`config.mk`:
```
export PLATFORM = sky130hd
export DESIGN_NAME = ebcs_card_ctrl
export DESIGN_NICKNAME = d
export VERILOG_FILES = /design/src/ebcs_clkdiv.v /design/src/ebcs_card_ctrl.v
export VERILOG_INCLUDE_DIRS = /design/src
export SDC_FILE = /design/constraint.sdc
export NUM_CORES = 1
export LEC_CHECK = 0
export ABC_CLOCK_PERIOD_IN_PS = 7200
export BUFFER_PORTS_ARGS = -buffer_cell sky130_fd_sc_hd__buf_2
export CAP_MARGIN = 40
export CORE_UTILIZATION = 36
export DETAILED_ROUTE_END_ITERATION = 7
export PLACE_DENSITY = 0.71
export SLEW_MARGIN = 20
export SYNTH_ARGS = -nofsm -noshare
export SYNTH_HDL_FRONTEND = slang
export SYNTH_SLANG_ARGS = --single-unit
```
`constraint.sdc`:
```
create_clock -name ref_clk_i -period 7.2 [get_ports ref_clk_i]
set_clock_uncertainty 0.2 [all_clocks]
set_input_delay 0.72 -clock ref_clk_i [delete_from_list [all_inputs] [get_ports ref_clk_i]]
set_output_delay 0.72 -clock ref_clk_i [all_outputs]
set_load 0.01 [all_outputs]
```
`src/ebcs_consts.vh`:
```
// Constants for the card-slot clocking and access block
`ifndef EBCS_CONSTS_VH
`define EBCS_CONSTS_VH
`define EBCS_DIV_1 2'h0
`define EBCS_DIV_2 2'h1
`define EBCS_DIV_3 2'h2
`define EBCS_DIV_4 2'h3
`define EBCS_STRAP_LSB 3
`define EBCS_STRAP_MSB 4
`define EBCS_PSIZE_32 2'h0
`define EBCS_PSIZE_8 2'h1
`define EBCS_PSIZE_16 2'h2
`define EBCS_SPACE_ATTR 2'h0
`define EBCS_SPACE_MEM 2'h1
`define EBCS_SPACE_IO 2'h2
`define EBCS_NCH 8
`define EBCS_ADDR_W 26
`define EBCS_PIN_ADDR_W 20
`define EBCS_UPPER_W 6
`endif

```
`src/ebcs_clkdiv.v`:
```
// Clock divider producing a rate enable and a divided clock level
`timescale 1ns/1ns
`include "ebcs_consts.vh"
module ebcs_clkdiv (
  input wire ref_clk_i, // Internal bus clock
  input wire rst_i, // Async reset, active high
  input wire [1:0] ratio_i, // 0..3 means 1/1..1/4
  output reg tick_o, // One-cycle pulse at divided rate
  output reg clk_o // Divided clock level
);
  reg [1:0] cnt_q;
  wire last = (cnt_q >= ratio_i);
  always @(posedge ref_clk_i or posedge rst_i) begin
    if (rst_i) begin
      cnt_q <= 2'h0;
      tick_o <= 1'b0;
      clk_o <= 1'b0;
    end else begin
      cnt_q <= last ? 2'h0 : cnt_q + 2'h1;
      tick_o <= last;
      // High for the first half of each divided period, first two of three at 1/3; 1/1 toggles every cycle
      if (ratio_i == `EBCS_DIV_1)
        clk_o <= ~clk_o;
      else
        clk_o <= (last || cnt_q < (ratio_i >> 1));
    end
  end
endmodule

```
`src/ebcs_card_ctrl.v`:
```
// Card-mode access sequencer with clock division for one channel group
`timescale 1ns/1ns
`include "ebcs_consts.vh"
// Behaviour
// - System clock output runs at 1/1, 1/2, 1/3 or 1/4 of bus clock.
// - Divide ratio strapped from address bits 4:3 at reset, reported out.
// - Per-channel operation clock ratio from its speed field, independent.
// - Channel external signals change on that channel's clock tick, and on every cycle while idle.
// - Two slots supported; any of eight channels may target either.
// - Card mode only with non-zero card-mode field; gates slot routing.
// - Slot select 0 drives slot 1 enables, 1 drives slot 2.
// - Chip enable and byte enables keep cycling in card mode, OE and WE only outside IO space.
// - OE and WE held inactive during card IO accesses.
// - IO read and write strobes multiplexed onto byte enable pins 3 and 2.
// - Attribute, common and IO spaces via register select and IO strobes.
// - Page or external-ack mode with card mode gives undefined results.
// - Card addressing valid only with 8-bit or 16-bit port size.
// - Card mode uses setup/hold wait states around strobes.
// - Page-wait and wait counts lengthen strobe active time.
// - Ready option inserts waits until the slot's wait input goes inactive.
// - Wait input sampled only after the programmed wait count elapsed.
// - Wait inputs synchronised to full-speed internal clock.
// - Upper 6 address bits presented for latching under upper-address enable.
// - Card mode always outputs byte addresses for 8 and 16-bit ports.
// - No dynamic IO sizing; width fixed by configuration.
// - No burst cycles on card-mode channels.
// - Ready input checked only after programmed wait count.
module ebcs_card_ctrl (
  input wire ref_clk_i, // Internal bus clock, 100 MHz
  input wire rst_i, // Async reset, active high
  input wire [19:0] addr_pin_i, // Address pins, strap read at reset
  output reg [1:0] sys_clock_divide_field_o, // Strapped ratio report
  output wire ext_sys_clock_out_o, // Divided system clock
  input wire req_i, // Access request, level until ack
  input wire [2:0] req_ch_i, // Channel of the request
  input wire req_write_i, // 1 write, 0 read
  input wire [25:0] req_addr_i, // Byte address of the access
  input wire [1:0] req_be_i, // Lanes wanted: bit1 high byte, bit0 low byte
  output wire req_ack_o, // Access done, one-cycle pulse
  input wire [15:0] channel_speed_field_i, // 2 bits per channel
  input wire [15:0] card_mode_field_i, // 2 bits per channel, 0 is off
  input wire [7:0] slot_select_bit_i, // Per channel slot, 0 slot 1
  input wire [15:0] card_space_i, // 2 bits per channel: attr/mem/io
  input wire [15:0] port_size_i, // 2 bits per channel
  input wire [7:0] setup_hold_wait_option_i, // Per channel, 1 enables
  input wire [15:0] page_wait_count_i, // 2 bits per channel
  input wire [31:0] wait_count_i, // 4 bits per channel
  input wire [7:0] ready_option_i, // Per channel ready mode
  input wire [7:0] page_mode_i, // Per channel page mode
  input wire [7:0] ext_ack_mode_i, // Per channel external ack mode
  input wire [7:0] burst_i, // Request is a burst, per channel
  input wire slot1_wait_n_i, // Slot 1 card wait, active low
  input wire slot2_wait_n_i, // Slot 2 card wait, active low
  output reg [7:0] chip_enable_n_o, // Channel chip enables
  output reg oe_n_o, // Memory output enable
  output reg we_n_o, // Memory write enable
  output reg [3:0] byte_write_enables_n_o, // Byte enables, 3:2 carry IO strobes
  output reg [1:0] slot1_card_enables_n_o, // Slot 1 high/low enables
  output reg [1:0] slot2_card_enables_n_o, // Slot 2 high/low enables
  output reg card_register_select_n_o, // Low for attribute and IO space
  output reg [19:0] addr_o, // External address
  output reg upper_address_latch_enable_o, // Latch strobe for address bits 25:20
  output reg cfg_error_o // Card mode with illegal config
);
  localparam ST_IDLE = 3'h0;
  localparam ST_SETUP = 3'h1;
  localparam ST_STROBE = 3'h2;
  localparam ST_WAITRDY = 3'h3;
  localparam ST_HOLD = 3'h4;
  localparam ST_UPPER = 3'h5;
  localparam ST_DONE = 3'h6;

  function [1:0] fld2;
    input [15:0] v;
    input [2:0] ch;
    begin
      fld2 = v[ch*2 +: 2];
    end
  endfunction

  // External address for one access
  function [19:0] ext_addr;
    input [25:0] a;
    input card_ch;
    input [1:0] size;
    begin
      // Card channels keep byte addresses; others scale by port size
      if (card_ch || size == `EBCS_PSIZE_8)
        ext_addr = a[19:0];
      else if (size == `EBCS_PSIZE_16)
        ext_addr = {1'b0, a[19:1]};
      else
        ext_addr = {2'h0, a[19:2]};
    end
  endfunction

  // Strap pins are asynchronous; no reset so the chain fills while reset holds
  reg [1:0] strap_s0_q;
  reg [1:0] strap_s1_q;
  reg [1:0] strap_s2_q;
  always @(posedge ref_clk_i) begin
    strap_s0_q <= addr_pin_i[`EBCS_STRAP_MSB:`EBCS_STRAP_LSB];
    strap_s1_q <= strap_s0_q;
    strap_s2_q <= strap_s1_q;
  end
  wire strap_stable = (strap_s1_q == strap_s2_q);

  // Strap capture on the clock after release
  reg strap_done_q;
  always @(posedge ref_clk_i or posedge rst_i) begin
    if (rst_i) begin
      strap_done_q <= 1'b0;
      sys_clock_divide_field_o <= `EBCS_DIV_1;
    end else if (!strap_done_q) begin
      strap_done_q <= 1'b1;
      if (strap_stable)
        sys_clock_divide_field_o <= strap_s2_q;
    end
  end

  wire sys_div_clk;
  ebcs_clkdiv u_sysdiv (
    .ref_clk_i(ref_clk_i),
    .rst_i(rst_i),
    .ratio_i(sys_clock_divide_field_o),
    .tick_o(),
    .clk_o(sys_div_clk)
  );

  // No flop can toggle at the bus rate, so 1/1 passes the bus clock on.
  // The select moves only at strap time, right after reset.
  assign ext_sys_clock_out_o = (sys_clock_divide_field_o == `EBCS_DIV_1) ?
                               ref_clk_i : sys_div_clk;

  reg [2:0] ch_q;
  wire [1:0] ch_speed = fld2(channel_speed_field_i, ch_q);
  wire ch_tick;
  ebcs_clkdiv u_chdiv (
    .ref_clk_i(ref_clk_i),
    .rst_i(rst_i),
    .ratio_i(ch_speed),
    .tick_o(ch_tick),
    .clk_o()
  );

  // Wait inputs: three flops, change accepted when last two agree
  reg [2:0] w1_q;
  reg [2:0] w2_q;
  reg w1_act_q;
  reg w2_act_q;
  always @(posedge ref_clk_i or posedge rst_i) begin
    if (rst_i) begin
      w1_q <= 3'h7;
      w2_q <= 3'h7;
      w1_act_q <= 1'b0;
      w2_act_q <= 1'b0;
    end else begin
      w1_q <= {w1_q[1:0], slot1_wait_n_i};
      w2_q <= {w2_q[1:0], slot2_wait_n_i};
      if (w1_q[2] == w1_q[1])
        w1_act_q <= ~w1_q[2];
      if (w2_q[2] == w2_q[1])
        w2_act_q <= ~w2_q[2];
    end
  end

  reg [2:0] st_q;
  reg [5:0] cnt_q;
  reg wr_q;
  reg [25:0] a_q;
  reg [1:0] be_q;
  reg ack_q;
  reg [2:0] nch;
  wire card = (fld2(card_mode_field_i, ch_q) != 2'h0);
  wire slot2 = slot_select_bit_i[ch_q];
  wire [1:0] space = fld2(card_space_i, ch_q);
  wire is_io = card && (space == `EBCS_SPACE_IO);
  wire [1:0] psz = fld2(port_size_i, ch_q);
  wire shw = setup_hold_wait_option_i[ch_q] || card;
  wire [5:0] wcnt = {page_wait_count_i[ch_q*2 +: 2], wait_count_i[ch_q*4 +: 4]};
  wire rdy = ready_option_i[ch_q];
  wire wait_act = slot2 ? w2_act_q : w1_act_q;
  wire cfg_mode_bad = page_mode_i[ch_q] || ext_ack_mode_i[ch_q];
  wire cfg_size_bad = (psz == `EBCS_PSIZE_32);
  wire cfg_burst_bad = burst_i[ch_q];
  // Flag only: the access still runs, its result is undefined
  wire bad_cfg = card && (cfg_mode_bad || cfg_size_bad || cfg_burst_bad);

  assign req_ack_o = ack_q;

  always @(posedge ref_clk_i or posedge rst_i) begin
    if (rst_i) begin
      st_q <= ST_IDLE;
      cnt_q <= 6'h00;
      ch_q <= 3'h0;
      wr_q <= 1'b0;
      a_q <= 26'h0000000;
      be_q <= 2'h0;
      ack_q <= 1'b0;
      cfg_error_o <= 1'b0;
    end else begin
      ack_q <= 1'b0;
      case (st_q)
        ST_IDLE: begin
          if (req_i && !ack_q) begin
            ch_q <= req_ch_i;
            wr_q <= req_write_i;
            a_q <= req_addr_i;
            be_q <= req_be_i;
            st_q <= ST_UPPER;
          end
        end
        ST_UPPER: begin
          cfg_error_o <= bad_cfg;
          if (ch_tick)
            st_q <= shw ? ST_SETUP : ST_STROBE;
          cnt_q <= wcnt;
        end
        ST_SETUP: begin
          if (ch_tick)
            st_q <= ST_STROBE;
        end
        ST_STROBE: begin
          if (ch_tick) begin
            if (cnt_q != 6'h00)
              cnt_q <= cnt_q - 6'h01;
            else if (rdy)
              st_q <= ST_WAITRDY;
            else
              st_q <= shw ? ST_HOLD : ST_DONE;
          end
        end
        ST_WAITRDY: begin
          // Wait read only after the count; early high would end too soon
          if (ch_tick && !(card ? wait_act : 1'b0))
            st_q <= shw ? ST_HOLD : ST_DONE;
        end
        ST_HOLD: begin
          if (ch_tick)
            st_q <= ST_DONE;
        end
        ST_DONE: begin
          if (ch_tick) begin
            ack_q <= 1'b1;
            st_q <= ST_IDLE;
          end
        end
        default: st_q <= ST_IDLE;
      endcase
    end
  end

  // Pin outputs registered; updated on the channel tick and on every cycle in idle
  wire active = (st_q == ST_SETUP) || (st_q == ST_STROBE) ||
                (st_q == ST_WAITRDY) || (st_q == ST_HOLD);
  wire strobe = (st_q == ST_STROBE) || (st_q == ST_WAITRDY);
  wire [1:0] lanes_n = (psz == `EBCS_PSIZE_8) ? 2'h2 : ~be_q;
  always @* begin
    nch = ch_q;
  end
  always @(posedge ref_clk_i or posedge rst_i) begin
    if (rst_i) begin
      chip_enable_n_o <= 8'hff;
      oe_n_o <= 1'b1;
      we_n_o <= 1'b1;
      byte_write_enables_n_o <= 4'hf;
      slot1_card_enables_n_o <= 2'h3;
      slot2_card_enables_n_o <= 2'h3;
      card_register_select_n_o <= 1'b1;
      addr_o <= 20'h00000;
      upper_address_latch_enable_o <= 1'b0;
    end else if (ch_tick || st_q == ST_IDLE) begin
      chip_enable_n_o <= 8'hff;
      if (active)
        chip_enable_n_o[nch] <= 1'b0;
      oe_n_o <= ~(strobe && !wr_q && !is_io);
      we_n_o <= ~(strobe && wr_q && !is_io);
      byte_write_enables_n_o <= 4'hf;
      if (strobe) begin
        if (is_io) begin
          byte_write_enables_n_o[3] <= wr_q;
          byte_write_enables_n_o[2] <= ~wr_q;
        end else begin
          byte_write_enables_n_o[1:0] <= ~be_q;
        end
      end
      slot1_card_enables_n_o <= (active && card && !slot2) ? lanes_n : 2'h3;
      slot2_card_enables_n_o <= (active && card && slot2) ? lanes_n : 2'h3;
      card_register_select_n_o <= ~(active && card && space != `EBCS_SPACE_MEM);
      if (st_q == ST_UPPER) begin
        addr_o <= {14'h0000, a_q[25:20]};
        upper_address_latch_enable_o <= card;
      end else begin
        upper_address_latch_enable_o <= 1'b0;
        if (active)
          addr_o <= ext_addr(a_q, card, psz);
      end
    end
  end
endmodule

```
======== Word level (Yosys, flattened, before mapping) ========
Index checks and enable logic that the tools add are counted.
W data, S select, Z words.
word-level totals
  output and inout port bits .............. 45
  bits in registers ....................... 106
  logic and storage cells ................. 166
cells by class
  reductions and logical operators ........ 41
  muxes and demuxes ....................... 49
  add/subtract/negate cells ............... 3
  bitwise operators ....................... 10
  shifts and indexed selects .............. 6
  $lt $le $gt $ge ......................... 5
  eq/ne operators ......................... 22
operator list
  operator              count
  $shiftx A16 B5 Y2     5
  $mux W20              3
  $shiftx A32 B6 Y4     1
  $mux W3               9
  $pmux W3 S7           1
  $mux W19              1
  $bmux W1 S3           6
  $mux W2               9
  $mux W1               14
  $logic_and A1 B1 Y1   13
  $mux W6               2
  $ne A2 B1 Y1 const B  6
  $pmux W6 S2           1
  $logic_or A1 B1 Y1    11
  $eq A3 B3 Y1 const B  3
  $mux W8               1
  $ne A2 B2 Y1 const B  4
  $not A1 Y1            8
  $not A8 Y8            1
  $reduce_and A8 Y1     1
  $eq A3 B2 Y1 const B  2
  $reduce_and A2 Y1     3
  $reduce_bool A2 Y1    3
  $reduce_bool A6 Y1    1
  18 further kinds      27

======== Depth between registers and ports, before layout ========
  depth after elaboration ................. 8
  gate-level depth with buffers ........... 12
  gate-level depth less buffers ........... 9

======== By module ========
Synthesis repeated with hierarchy kept, for this count alone.
second synthesis, totals
  cells, all modules ...................... 603
  area, all modules ....................... 6027.0 µm²
by module, submodules not included
  module          cells an instance  instances  area an instance (µm²)  seq. area each (µm²)
  ebcs_card_ctrl  565                1          5601.6                  2503.7
  ebcs_clkdiv     19                 2          212.7                   100.1

==> summary.txt <==
Power and ir drop
  – Max IR drop VDD: 194 uV
  – Pwr Density: 471 mW/mm^2
  – LEAKAGE: 3.58 nW
  – Design Power: 0.00371 W

Floorplanning
  – Initial Util: 0.370
  – Site Rows: 47
  – Die X: 133 um
  – IO Pins: 262
  – Total core area: 0.0166 mm^2
  – Die area: 0.0176 mm^2
  – Die height: 133 um

Worst setup path
  – CP endpoint kind: output pin
  – Reg2reg start: ch_q[0]
  – R2R Path End: addr_o[5]
  – Worst Setup EP: ext_sys_clock_out_o
  – Critical path type: clk2out
  – Worst Setup SP: ref_clk_i
  – R2R Setup Slk: 3720 ps
  – CP Max Fanout: 2
  – CP arrival: 4090 ps
  – CP startpoint kind: clock port
  – WP data required: 6280 ps
  – Reg2Reg Depth: 8

Timing
  – Final setup fails: 0
  – Setup TNS: 0 ps
  – Slew Limit Fails: 0
  – Slew HR: 0.445
  – Worst slew pin tran: 832 ps
  – Hold Violations, Final: 0
  – RSZ-0062 raised after global routing: no

Drt
  – Number of vias per cell: 5.45
  – ANT nets after route: 0
  – Vias: 5680
  – Pre-antenna DRT Iters: 4
  – Initial drt markers: 426
  – DRT Wirelength: 18800 um
  – Routed WL per cell: 18.0 um
  – DRC: 0

Logic synthesis
  – FFs w/ async S/R, synth: 0.943
  – Post-Syn Area: 0.00615 mm^2
  – Yosys warning count: 0
  – Syn Nets: 821
  – Area contributors post-synth: dfrtp_1 31%, dfstp_2 11%, mux2_2 7.7%
  – Synth area leader: dfrtp_1
  – Synth Flop Type: dfrtp_1
  – Post-synth top area share: 0.305
  – Synth Instances: 598
  – Avg Cell Area, Syn: 10.3 um^2
  – Number of synthesized flops with an enable pin: 0
  – Number of synthesized register bits: 106
  – Post-synthesis sequential area ratio: 0.431
  – Netlist cell types: 67

Outcome
  – Outcome: finished, final reports clean

Clock tree
  – CTS Hold Buffers Added: 0
  – Post-CTS Setup Repair Bufs: 0
  – CTS resizes: 0
  – CTS tree: built
  – Clk slew on worst S/H paths: 80 ps
  – Clk_lat worst skew: 470 ps

Finish
  – Layout Nets: 1041
  – Commonest cells after routing, fill and taps aside: 244 x buf_2, 73 x dfrtp_1, 51 x nand2_1
  – Area of the multi-input gates: 0.00320 mm^2
  – Final Cell Area: 0.00788 mm^2
  – Ratio of cells with drive above 1 in the final layout: 0.443
  – Fillers: 1603
  – Sequential Area: 0.00266 mm^2
  – Most common cell after layout, fill and taps aside: buf_2
  – Area delta synth->final: 28.0%
  – N_diodes: 0

Place
  – Buffers added on ports: 243
  – Placer Congestion: 0.832
  – Post-DP Area: 0.00750 mm^2
  – Detail Placement HPWL: 14000 um

Global routing
  – Total congestion overflow: 0
  – Vias in the first global route: 5614
  – Aggregate global-route resource usage: 0.221
  – First-pass GRT wire length: 30300 um
  – Largest net degree at the start of global routing: 54
  – Initial antenna violation count: 0

Min path
  – Min-Delay Path Class: in2async

Job
  – Maxcap violations: 0
[metrics by stage]
| stage | std cells | worst slack, ps | utilization | hold WS (ps) |
|---|---|---|---|---|
| floorplan | 598 | 2520 | - | 110 |
| global placement | 1020 | 2460 | 0.447 | 112 |
| detailed placement | 1024 | 2460 | 0.451 | 114 |
| CTS | 1043 | 2170 | 0.473 | 126 |
| global route | 1043 | 2160 | 0.473 | 126 |
| finish | 1043 | 2190 | 0.473 | 120 |
[flip-flops by register name, summed over array words and instances, names as in the netlist, 2 cells and up]
signal,count
strap_s1_q,2
sys_clock_divide_field_o,2
addr_o,20
w1_q,3
slot2_card_enables_n_o,2
ch_q,3
u_chdiv.cnt_q,2
st_q,3
chip_enable_n_o,8
cnt_q,6
u_sysdiv.cnt_q,2
strap_s2_q,2
byte_write_enables_n_o,4
be_q,2
slot1_card_enables_n_o,2
strap_s0_q,2
a_q,26
w2_q,3
[logic make-up (layout without fill, tap and decap cells)]
logic type / count (synthesis) / after routing / synth area share
compound gates: 194 / 194 / 0.221
flops: 106 / 106 / 0.431
simple gates: 153 / 153 / 0.116
other cells: 1 / 1 / 0.000610
buf+inv: 59 / 284 / 0.0476
xor+xnor: 6 / 6 / 0.00977
mux: 73 / 73 / 0.162
fa+ha+maj: 6 / 6 / 0.0122
[routing by layer]
layer  track usage  up-vias  share of wire  wire, um
met3        0.0494       15          0.054      1010
li1              -     2706              -         -
met5             0        -              0         0
met2         0.351      173           0.47      8880
met4        0.0600        0          0.011       204
met1         0.303     2786           0.46      8680
[cell type report]
| class | instances | share of cell area |
|---|---|---|
| Clock buffer | 14 | 0.0392 |
| Clock inverter | 6 | 0.00890 |
| Inverter | 14 | 0.00699 |
| Multi-Input combinational cell | 433 | 0.407 |
| Sequential cell | 106 | 0.337 |
| Tap cell | 220 | 0.0350 |
| Timing Repair Buffer | 250 | 0.166 |
[where the power goes]
group          total [W]  internal, W  switching (W)
clock network   0.000600     0.000348       0.000252
registers        0.00109     0.000848       0.000247
logic            0.00202     0.000902        0.00111
total            0.00371      0.00210        0.00161
[cell usage after synthesis (4+ instances only)]
master     n
nor3_1     7
nand2_1   51
o211ai_1   4
or3_1      4
a31oi_1   30
a21oi_1   33
mux2_2    42
dfxtp_1    6
inv_1     12
o21ai_0   22
nor2_1    46
dfrtp_1   75
a22oi_1   12
mux2i_1   14
nand2b_1   8
a221oi_1  12
a22o_1    28
clkbuf_1  25
nor2b_1   11
o22ai_1   21
ha_1       6
dfstp_2   25
buf_6      5
mux4_2    16
buf_2      9
nand3_1    7
[critical path: stages]
cell and delay, ps:
clkbuf_16 120, clkbuf_16 130, nand2_1 40, o21ai_0 70, buf_2 140
[worst min path at each step]
| stage | from | to |
|---|---|---|
| 3_3_place_gp | strap_s0_q[1] | strap_s1_q[1] |
| 3_5_place_dp | strap_s0_q[0] | strap_s1_q[0] |
| 5_1_grt | slot1_wait_n_i | w1_q[0] |
| 6_report | rst_i | a_q[12] |
| 4_1_cts | slot2_wait_n_i | w2_q[0] |
| 2_1_floorplan | strap_s0_q[0] | strap_s1_q[0] |
No activity file was read; power rests on OpenSTA's default activity.
